[config.mk]
export PLATFORM = sky130hd
export DESIGN_NAME = gpc_pad_config
export DESIGN_NICKNAME = d
export VERILOG_FILES = /design/src/hdl/gpc_pkg.sv /design/src/hdl/gpc_subreg.sv /design/src/hdl/gpc_pad_config.sv
export SDC_FILE = /design/constraint.sdc
export NUM_CORES = 1
export LEC_CHECK = 0
export ABC_AREA = 1
export ABC_CLOCK_PERIOD_IN_PS = 2060
export BUFFER_PORTS_ARGS = -buffer_cell sky130_fd_sc_hd__buf_2
export CORE_MARGIN = 1
export CORE_UTILIZATION = 50
export CTS_CLUSTER_DIAMETER = 100
export CTS_CLUSTER_SIZE = 20
export DETAILED_ROUTE_END_ITERATION = 8
export GPL_TIMING_DRIVEN = 0
export PLACE_DENSITY_LB_ADDON = 0.2
export RECOVER_POWER = 50
export SYNTH_ARGS = -nofsm -noshare
export SYNTH_HDL_FRONTEND = slang
export SYNTH_SLANG_ARGS = --single-unit
[constraint.sdc]
create_clock -name mclk_in -period 2.06 [get_ports mclk_in]
set_input_delay 0.103 -clock mclk_in [delete_from_list [all_inputs] [get_ports mclk_in]]
set_output_delay 0.103 -clock mclk_in [all_outputs]
set_load 0.005 [all_outputs]
[src/hdl/gpc_pkg.sv]
// constants for the port pad configuration subregisters
package gpc_pkg;
	localparam int GPC_W = 8;
	localparam logic [7:0] GPC_IDX_STRONG = 8'h04;
	localparam logic [7:0] GPC_IDX_WAKE = 8'h05;
	localparam logic [7:0] GPC_IDX_PULLUP = 8'h06;
	localparam logic [7:0] GPC_IDX_AFS1 = 8'h07;
	localparam logic [7:0] GPC_IDX_AFS2 = 8'h08;
	localparam logic [7:0] GPC_RST_ZERO = 8'h00;
	localparam logic [7:0] GPC_RST_AFS_SMALL = 8'h04;
endpackage

[src/hdl/gpc_subreg.sv]
// one 8-bit subregister with selectable reset value
`timescale 1ns/10ps
module gpc_subreg
	import gpc_pkg::*;
#(
	parameter logic [7:0] RST_VAL = GPC_RST_ZERO
) (
	input wire logic mclk_in,
	input wire logic sys_rst_in,
	input wire logic wr_en_in,
	input wire logic [7:0] wr_data_in,
	output logic [7:0] q_out
);
	logic [7:0] q_ff;
	logic [7:0] nxt_q;
	assign nxt_q = wr_en_in ? wr_data_in : q_ff;
	assign q_out = q_ff;
	always_ff @(posedge mclk_in or posedge sys_rst_in) begin
		if (sys_rst_in) begin
			q_ff <= RST_VAL;
		end else begin
			q_ff <= nxt_q;
		end
	end
endmodule

[src/hdl/gpc_pad_config.sv]
// pad configuration subregisters, wake request and pad control outputs
// Behaviour
// - port window accesses reach the subregister chosen by the current address index.
// - index 04h selects the strong-drive enable subregister.
// - strong-drive bit 1 gives high output current, 0 gives standard current.
// - strong drive acts on the pad directly, also under alternate function.
// - index 05h selects the wake source enable subregister.
// - in stop mode any edge on a wake-enabled pin starts stop-mode recovery.
// - in stop mode edges on pins with wake bit 0 start no recovery.
// - index 06h selects the weak pull-up enable subregister.
// - pull-up bit 1 enables the weak pull-up, 0 disables it.
// - index 07h selects the first alternate-function select subregister.
// - index 08h selects the second alternate-function select subregister.
// - the two select bits choose a peripheral only while alternate function is enabled.
// - alternate function takes precedence over the data direction setting.
// - both select subregisters reset to 00h, or 04h on port A of the smallest package.
// - every subregister is 8 bits, read/write, bit n for pin n.
`timescale 1ns/10ps
module gpc_pad_config
	import gpc_pkg::*;
#(
	parameter bit SMALL_PORT_A = 1'b0
) (
	input wire logic mclk_in,
	input wire logic sys_rst_in,
	input wire logic [7:0] port_addr_in,
	input wire logic port_window_wr_in,
	input wire logic [7:0] port_window_wdata_in,
	output logic [7:0] port_window_rdata_out,
	input wire logic stop_mode_in,
	input wire logic [7:0] pin_level_in,
	input wire logic [7:0] altfunc_enable_reg_in,
	input wire logic [7:0] pin_direction_reg_in,
	output logic wake_request_out,
	output logic [7:0] strong_drive_bit_out,
	output logic [7:0] weak_pullup_bit_out,
	output logic [7:0] af_sel_first_out,
	output logic [7:0] af_sel_second_out,
	output logic [7:0] af_active_out,
	output logic [7:0] pin_input_mode_out
);
	localparam logic [7:0] AFS_RST = SMALL_PORT_A ? GPC_RST_AFS_SMALL : GPC_RST_ZERO;
	logic [7:0] strong_q, wake_q, pullup_q, afs1_q, afs2_q;
	logic [7:0] pin_prev_ff;
	logic [7:0] rdata_ff;
	logic [7:0] nxt_rdata;
	logic [7:0] nxt_pin_prev;
	logic [7:0] pin_edge;
	// index decode
	wire sel_strong = port_addr_in == GPC_IDX_STRONG;
	wire sel_wake = port_addr_in == GPC_IDX_WAKE;
	wire sel_pullup = port_addr_in == GPC_IDX_PULLUP;
	wire sel_afs1 = port_addr_in == GPC_IDX_AFS1;
	wire sel_afs2 = port_addr_in == GPC_IDX_AFS2;
	wire wr_strong = port_window_wr_in & sel_strong;
	wire wr_wake = port_window_wr_in & sel_wake;
	wire wr_pullup = port_window_wr_in & sel_pullup;
	wire wr_afs1 = port_window_wr_in & sel_afs1;
	wire wr_afs2 = port_window_wr_in & sel_afs2;
	gpc_subreg #(.RST_VAL(GPC_RST_ZERO)) u_strong (
		.mclk_in(mclk_in),
		.sys_rst_in(sys_rst_in),
		.wr_en_in(wr_strong),
		.wr_data_in(port_window_wdata_in),
		.q_out(strong_q)
	);
	gpc_subreg #(.RST_VAL(GPC_RST_ZERO)) u_wake (
		.mclk_in(mclk_in),
		.sys_rst_in(sys_rst_in),
		.wr_en_in(wr_wake),
		.wr_data_in(port_window_wdata_in),
		.q_out(wake_q)
	);
	gpc_subreg #(.RST_VAL(GPC_RST_ZERO)) u_pullup (
		.mclk_in(mclk_in),
		.sys_rst_in(sys_rst_in),
		.wr_en_in(wr_pullup),
		.wr_data_in(port_window_wdata_in),
		.q_out(pullup_q)
	);
	gpc_subreg #(.RST_VAL(AFS_RST)) u_afs1 (
		.mclk_in(mclk_in),
		.sys_rst_in(sys_rst_in),
		.wr_en_in(wr_afs1),
		.wr_data_in(port_window_wdata_in),
		.q_out(afs1_q)
	);
	gpc_subreg #(.RST_VAL(AFS_RST)) u_afs2 (
		.mclk_in(mclk_in),
		.sys_rst_in(sys_rst_in),
		.wr_en_in(wr_afs2),
		.wr_data_in(port_window_wdata_in),
		.q_out(afs2_q)
	);
	assign nxt_rdata = sel_strong ? strong_q :
		sel_wake ? wake_q :
		sel_pullup ? pullup_q :
		sel_afs1 ? afs1_q :
		sel_afs2 ? afs2_q : GPC_RST_ZERO;
	assign strong_drive_bit_out = strong_q;
	assign weak_pullup_bit_out = pullup_q;
	assign af_sel_first_out = afs1_q & altfunc_enable_reg_in;
	assign af_sel_second_out = afs2_q & altfunc_enable_reg_in;
	assign af_active_out = altfunc_enable_reg_in;
	assign pin_input_mode_out = pin_direction_reg_in & ~altfunc_enable_reg_in;
	assign pin_edge = (pin_level_in ^ pin_prev_ff) & wake_q;
	assign nxt_pin_prev = pin_level_in;
	assign wake_request_out = stop_mode_in & (|pin_edge);
	assign port_window_rdata_out = rdata_ff;
	always_ff @(posedge mclk_in or posedge sys_rst_in) begin
		if (sys_rst_in) begin
			pin_prev_ff <= GPC_RST_ZERO;
			rdata_ff <= GPC_RST_ZERO;
		end else begin
			pin_prev_ff <= nxt_pin_prev;
			rdata_ff <= nxt_rdata;
		end
	end
	AST_WAKE_ON_EDGE: assert property (@(posedge mclk_in) disable iff (sys_rst_in)
		(stop_mode_in && |((pin_level_in ^ $past(pin_level_in)) & wake_q)) |-> wake_request_out)
		else $error("wake missed");
	AST_NO_WAKE: assert property (@(posedge mclk_in) disable iff (sys_rst_in)
		wake_request_out |-> stop_mode_in && |((pin_level_in ^ $past(pin_level_in)) & wake_q))
		else $error("spurious wake");
	AST_WAKE_STOP: assert property (@(posedge mclk_in) disable iff (sys_rst_in)
		!stop_mode_in |-> !wake_request_out)
		else $error("wake outside stop mode");
	AST_STRONG_WR: assert property (@(posedge mclk_in) disable iff (sys_rst_in)
		wr_strong |=> strong_drive_bit_out == $past(port_window_wdata_in))
		else $error("strong drive write lost");
	AST_WAKE_WR: assert property (@(posedge mclk_in) disable iff (sys_rst_in)
		wr_wake |=> wake_q == $past(port_window_wdata_in))
		else $error("wake write lost");
	AST_PULLUP_WR: assert property (@(posedge mclk_in) disable iff (sys_rst_in)
		wr_pullup |=> weak_pullup_bit_out == $past(port_window_wdata_in))
		else $error("pullup write lost");
	AST_AFS1_WR: assert property (@(posedge mclk_in) disable iff (sys_rst_in)
		wr_afs1 |=> afs1_q == $past(port_window_wdata_in))
		else $error("select one write lost");
	AST_AFS2_WR: assert property (@(posedge mclk_in) disable iff (sys_rst_in)
		wr_afs2 |=> afs2_q == $past(port_window_wdata_in))
		else $error("select two write lost");
	AST_STRONG_HOLD: assert property (@(posedge mclk_in) disable iff (sys_rst_in)
		!wr_strong |=> $stable(strong_q))
		else $error("strong drive changed without write");
	AST_WAKE_HOLD: assert property (@(posedge mclk_in) disable iff (sys_rst_in)
		!wr_wake |=> $stable(wake_q))
		else $error("wake source changed without write");
	AST_PULLUP_HOLD: assert property (@(posedge mclk_in) disable iff (sys_rst_in)
		!wr_pullup |=> $stable(pullup_q))
		else $error("pullup changed without write");
	AST_AFS1_HOLD: assert property (@(posedge mclk_in) disable iff (sys_rst_in)
		!wr_afs1 |=> $stable(afs1_q))
		else $error("select one changed without write");
	AST_AFS2_HOLD: assert property (@(posedge mclk_in) disable iff (sys_rst_in)
		!wr_afs2 |=> $stable(afs2_q))
		else $error("select two changed without write");
	AST_RD_STRONG: assert property (@(posedge mclk_in) disable iff (sys_rst_in)
		sel_strong |=> port_window_rdata_out == $past(strong_q))
		else $error("read of strong drive wrong");
	AST_RD_WAKE: assert property (@(posedge mclk_in) disable iff (sys_rst_in)
		sel_wake |=> port_window_rdata_out == $past(wake_q))
		else $error("read of wake source wrong");
	AST_READ_MUX: assert property (@(posedge mclk_in) disable iff (sys_rst_in)
		sel_pullup |=> port_window_rdata_out == $past(pullup_q))
		else $error("read mux wrong");
	AST_RD_AFS1: assert property (@(posedge mclk_in) disable iff (sys_rst_in)
		sel_afs1 |=> port_window_rdata_out == $past(afs1_q))
		else $error("read of select one wrong");
	AST_RD_AFS2: assert property (@(posedge mclk_in) disable iff (sys_rst_in)
		sel_afs2 |=> port_window_rdata_out == $past(afs2_q))
		else $error("read of select two wrong");
	AST_RD_UNMAPPED: assert property (@(posedge mclk_in) disable iff (sys_rst_in)
		!(sel_strong || sel_wake || sel_pullup || sel_afs1 || sel_afs2) |=> port_window_rdata_out == GPC_RST_ZERO)
		else $error("unmapped read not zero");
	AST_AF_GATE: assert property (@(posedge mclk_in) disable iff (sys_rst_in)
		af_sel_first_out == (afs1_q & altfunc_enable_reg_in) &&
		af_sel_second_out == (afs2_q & altfunc_enable_reg_in))
		else $error("select leaks");
	AST_AF_DIR: assert property (@(posedge mclk_in) disable iff (sys_rst_in)
		pin_input_mode_out == (pin_direction_reg_in & ~altfunc_enable_reg_in))
		else $error("direction not overridden");
	AST_RST_CLEAR: assert property (@(posedge mclk_in)
		sys_rst_in ##1 sys_rst_in |->
		strong_q == GPC_RST_ZERO && wake_q == GPC_RST_ZERO && pullup_q == GPC_RST_ZERO)
		else $error("drive, wake or pullup not cleared");
	AST_RST_AFS: assert property (@(posedge mclk_in)
		sys_rst_in ##1 sys_rst_in |-> afs1_q == AFS_RST && afs2_q == AFS_RST)
		else $error("select reset value wrong");
	COV_WAKE: cover property (@(posedge mclk_in) disable iff (sys_rst_in) wake_request_out);
	COV_STRONG: cover property (@(posedge mclk_in) disable iff (sys_rst_in) wr_strong);
	COV_AFS2: cover property (@(posedge mclk_in) disable iff (sys_rst_in) wr_afs2);
	COV_EDGE_NO_STOP: cover property (@(posedge mclk_in) disable iff (sys_rst_in) !stop_mode_in && |pin_edge);
	COV_AF_SEL: cover property (@(posedge mclk_in) disable iff (sys_rst_in) |af_sel_first_out);
endmodule

==> results of run 1 <==
## layer usage
metal / share of wire, % / GRT usage [%] / vias up
met5: 0 / 0 / -
met4: 0.73 / 5.28 / 0
met3: 5.3 / 4.00 / 4
met2: 48 / 40.5 / 86
met1: 46 / 31.4 / 1283
li1: - / - / 1359
## cells by family after synthesis
family / count (synthesis) / synth area share, %
buffers and inverters: 77 / 12.1
flip-flops: 56 / 49.3
AND/OR/NAND/NOR: 194 / 30.9
AO/OA/AOI/OAI: 42 / 7.66
## registers in the layout, indices dropped and copies added (netlist names)
name                   count
u_wake.q_out               8
u_strong.q_out             8
u_afs1.q_out               8
pin_prev_ff                8
port_window_rdata_out      8
u_pullup.q_out             8
u_afs2.q_out               8
## layout by cell type, fill, tap and decap left out, drive strengths merged, types with 2 or more instances in the layout
master,n
nand2,115
buf,83
inv,63
dfrtp,56
nand3,41
o21ai,41
clkbuf,39
nor2,35
dlygate4sd3,9
or2,2
## path summary, 6_finish.rpt
check                                              from                  endpoint
worst min register to register          u_afs1.q_out[2]           u_afs1.q_out[2]
worst max register to register          u_afs1.q_out[3]  port_window_rdata_out[3]
worst max-delay path                    port_addr_in[3]           u_afs1.q_out[0]
worst min-delay path            port_window_wdata_in[4]           u_wake.q_out[4]
min in group asynchronous                    sys_rst_in            pin_prev_ff[0]
max in group asynchronous                    sys_rst_in           u_afs1.q_out[7]
## critical path, stage by stage
cell      delay, ns
clkbuf_1       0.09
inv_1          0.05
nand2_1        0.11
nor2_1         0.51
nand3_1        0.37
clkbuf_1       0.33
nand2_1        0.11
o21ai_1        0.06
## stage by stage
stage	setup TNS (ns)	util [%]	instances	hold slack [ns]
global placement	-5.45	62.3	541	0.233
detailed placement	0	62.7	542	0.182
floorplan	0	-	369	0.134
finish	0	65.0	559	0.0520
global route	0	65.0	559	0.0464
CTS	0	66.4	559	0.0510
## power groups by stage
stage	combinational [mW]	clock (mW)	sequential, mW
after CTS	0.286	0.742	1.19
final	0.269	0.735	1.19
after floorplan	0.134	0	1.20
after detailed placement	0.271	0	1.21
after global placement	0.258	0	1.21
after global routing	0.307	0.782	1.19
## area by class of cell
class                           instances  area, µm²  area share [%]
Buffer                                 15        109            3.04
Clock buffer                            6       72.6            2.03
Clock inverter                          2       38.8            1.08
Inverter                               62        233            6.51
Multi-Input combinational cell        236       1050            29.5
Sequential cell                        56       1400            39.2
Tap cell                               72       90.1            2.52
Timing Repair Buffer                  110        578            16.2
## timing repair
action	in CTS	in global routing
resized for setup	0	0
buffers inserted	0	0
hold buffers	9	0
hold endpoints to repair	32	0
==> results.json, run 1 <==
{
  "outcome": "completed",
  "swShare_pct": 25.3,
  "async_reset_ff_share_pct": 100,
  "avgSynthCellArea_um2": 7.70,
  "crit_required_ns": 2.24,
  "drt_first_iter_violations": 190,
  "combPwrFrac_pct": 12.3,
  "gp_congestion": 0.791,
  "synth_area_leaders": "dfrtp_1 49%, nand2_1 15%, inv_1 7.9%",
  "crit_type": "in2reg",
  "layout-drive-gt1-share_pct": 22.4,
  "die_y_um": 77.4,
  "placementRows": 27,
  "clk_latency_ns": 0.31,
  "dpl.hpwl_um": 5060,
  "rsz0062_at_grt": "false",
  "hold_violations": 0,
  "dp_slack_ns": 0.782,
  "cp_max_fo": 10,
  "coreArea_um2": 5510,
  "synth_top_area_share_pct": 49.3,
  "ys_seq_elements": 56,
  "slew_headroom_pct": 33.7,
  "path_clk_slew_ns": 0.11,
  "setup_viol": 0,
  "maxCapViolCount": 0,
  "die_w_um": 77.4,
  "syn-num-nets": 413,
  "grt_overflow": 0,
  "rrSetupSlack_ns": 1.14,
  "crit_arrival_ns": 1.74,
  "p_per_area_nw_per_um2": 612,
  "synth_area_um2": 2840,
  "worst_slew_pin_slew_ns": 0.993,
  "drtPass1Iterations": 4,
  "fill_cells": 508,
  "syn_inst": 369,
  "antenna_left": 0,
  "p_leak_nw": 2.17,
  "peakVddDrop_mv": 0.512,
  "skew_ns": 0.00987,
  "finalCritPeriodShare_pct": 75.6,
  "wl_um": 6690,
  "r2r_cells": 4,
  "fmax_mhz": 643,
  "htreeDepth": 2,
  "hp-class": "in2reg",
  "synth_common_cells": "110 x nand2_1, 60 x inv_1, 56 x dfrtp_1",
  "ios": 101,
  "p_seq_share_pct": 54.2,
  "drc_errors": 0,
  "design_area_um2": 3580,
  "antenna_found_initial": 0,
  "grt_max_degree": 33,
  "grt_pass1_vias": 2582,
  "synth_cell_types": 21,
  "antenna_cells": 0,
  "yosys.cell_count.top_type": "nand2_1",
  "start_util_pct": 51.6,
  "grt_pass1_wl_um": 11300,
  "power.net_switching_mw": 0.554,
  "numCtsBuffers": 5,
  "internal_power_mw": 1.64,
  "synth-edff-count": 0,
  "die_area_um2": 5990,
  "synthToLayoutAreaGrowth_pct": 25.8,
  "final_nets": 530,
  "cts_tree": "done",
  "yosys.area.top_type": "dfrtp_1",
  "grt_use_total_pct": 23.7,
  "hold_depth": 3,
  "vias": 2732,
  "portBuffers": 100,
  "clockBufferDepth": 2,
  "cts_num_sinks": 56,
  "ys.flop_type": "dfrtp_1",
  "pwr-share-clk_pct": 33.5,
  "yosysWarnings": 0,
  "start_kind": "input port",
  "cts_root_buf": "clkbuf_8",
  "report.final.slew_viol_count": 0,
  "vias_per_cell": 4.89,
  "cp-end-kind": "flip-flop",
  "postLayoutSetupSlackWorst_ns": 0.504,
  "placed_area_um2": 3450,
  "power_mw": 2.19,
  "seq_area_frac_synth_pct": 49.3,
  "min_period_ns": 1.56,
  "wl_per_cell_um": 12.0
}
(Power assumes the default switching activity.)
==> inputs of run 2 (changes only) <==
- ABC_CLOCK_PERIOD_IN_PS: 2060 -> 1320
- CORE_UTILIZATION: 50 -> 45
- clock period: 2.06 -> 1.32 ns (I/O delays scaled with it)
==> results.json, run 2 (same netlist as run 1, synthesis figures left out) <==
{
  "fmax_mhz": 715,
  "crit_required_ns": 1.25,
  "antenna_found_initial": 0,
  "die_w_um": 81.5,
  "gp_congestion": 0.810,
  "htreeDepth": 2,
  "fin_tns_setup_ns": -0.0787,
  "portBuffers": 100,
  "crit_arrival_ns": 1.33,
  "outcome": "complete, but fails checks",
  "dpl.hpwl_um": 5100,
  "grt_pass1_vias": 2427,
  "finalCritPeriodShare_pct": 106,
  "fill_cells": 568,
  "worst_slew_pin_slew_ns": 1.18,
  "cts_root_buf": "clkbuf_8",
  "drc_errors": 0,
  "die_area_um2": 6640,
  "die_y_um": 81.5,
  "dp_slack_ns": 0.0758,
  "p_leak_nw": 2.17,
  "clockBufferDepth": 2,
  "multi_input_area_um2": 1110,
  "final_cell_mix": "110 x nand2_1, 80 x buf_2, 59 x inv_1",
  "wl_per_cell_um": 12.4,
  "r2r-end": "port_window_rdata_out[5]",
  "cts_num_sinks": 56,
  "layout-drive-gt1-share_pct": 26.2,
  "startpoint": "pin_prev_ff[3]",
  "start_util_pct": 47.5,
  "postLayoutSetupSlackWorst_ns": -0.0787,
  "vias_per_cell": 4.78,
  "power_mw": 3.29,
  "min_period_ns": 1.40,
  "slew_headroom_pct": 21.0,
  "start_kind": "flip-flop",
  "vias": 2673,
  "setup_viol": 1,
  "final_common_cell": "nand2_1",
  "endpoint": "wake_request_out",
  "antenna_left": 0,
  "cts_tree": "done",
  "r2r_cells": 4,
  "rr_startpoint": "u_afs1.q_out[5]",
  "crit_type": "reg2out",
  "ios": 101,
  "drtPass1Iterations": 4,
  "skew_ns": 0.00548,
  "placementRows": 28,
  "violations": "setup timing",
  "coreArea_um2": 5990,
  "wl_um": 6930,
  "rrSetupSlack_ns": 0.43,
  "maxCapViolCount": 0,
  "clk_latency_ns": 0.31,
  "p_per_area_nw_per_um2": 912,
  "cp_max_fo": 2,
  "report.final.slew_viol_count": 0,
  "drt_first_iter_violations": 216,
  "register_area_um2": 1400,
  "grt_pass1_wl_um": 11300,
  "grt_overflow": 0,
  "final_nets": 528,
  "grt_use_total_pct": 22.5,
  "hold_violations": 0,
  "hp-class": "in2reg",
  "peakVddDrop_mv": 0.680,
  "numCtsBuffers": 5,
  "synthToLayoutAreaGrowth_pct": 27.0,
  "antenna_cells": 0,
  "post-cts-setup-buffers": 0,
  "path_clk_slew_ns": 0.10,
  "rsz0062_at_grt": "true",
  "grt_max_degree": 57,
  "cp-end-kind": "output port"
}
-- run 2: cell types whose count changed in the layout (fill, tap and decap cells not counted), sizes merged --
cell | previous run | this run
buf | 83 | 93
bufinv | 1 | 0
clkbuf | 39 | 29
clkinvlp | 0 | 1
dlygate4sd3 | 9 | 8
inv | 63 | 61
-- run 2: layer usage --
layer | up-vias | GRT usage, % | share of wire [%]
met1 | 1225 | 31.0 | 46
li1 | 1356 | - | -
met2 | 86 | 36.4 | 47
met3 | 6 | 3.67 | 6.0
met5 | - | 0 | 0
met4 | 0 | 6.96 | 1.3
-- run 2: what timing repair did --
action                                  4_1_cts  5_1_grt
cloned                                        0        0
endpoints found under the setup margin        1        1
endpoints found under the hold margin         8        0
pin swaps                                     5        2
resized for setup                             4        1
hold buffers                                  8        0
-- run 2: layout make-up --
| cell class | instances | area share (%) |
|---|---|---|
| well taps | 75 | 2.60 |
| inverters | 62 | 6.55 |
| plain buffers | 15 | 3.08 |
| repair buffers | 108 | 15.5 |
| flip-flops and latches | 56 | 38.8 |
| clock buffers | 7 | 2.67 |
| multi-input cells | 236 | 30.8 |
-- run 2: power breakdown --
group / switching [mW] / total [mW] / internal (mW)
Sequential: 0.0569 / 1.85 / 1.79
Combinational: 0.245 / 0.433 / 0.188
Clock: 0.540 / 1.01 / 0.469
-- run 2: critical path: stages, from the launching register on --
cell	delay, ns
dfrtp_1	0.39
or2_4	0.23
nand3_2	0.06
nand2_1	0.05
nor2_1	0.10
a21oi_1	0.07
buf_2	0.13
-- run 2: worst min-delay path by stage --
stage,cells after the start,slack (ns),to,startpoint
final,3,0.01,u_strong.q_out[5],port_window_wdata_in[5]
after detailed placement,1,0.20,pin_prev_ff[3],pin_level_in[3]
after global routing,3,0.009,u_strong.q_out[2],port_window_wdata_in[2]
after CTS,3,0.01,u_strong.q_out[5],port_window_wdata_in[5]
after global placement,1,0.20,pin_prev_ff[2],pin_level_in[2]
after floorplan,0,0.1,pin_prev_ff[0],pin_level_in[0]
-- run 2: metrics by stage --
step           area (µm²)  hold WS [ns]  utilization [%]  cells
2_1_floorplan        2850        0.0974                -    369
3_3_place_gp         3440         0.195             57.4    544
3_5_place_dp         3440         0.200             57.4    544
4_1_cts              3630        0.0110             60.6    559
5_1_grt              3610       0.00912             60.3    559
6_report             3610       0.00974             60.3    559
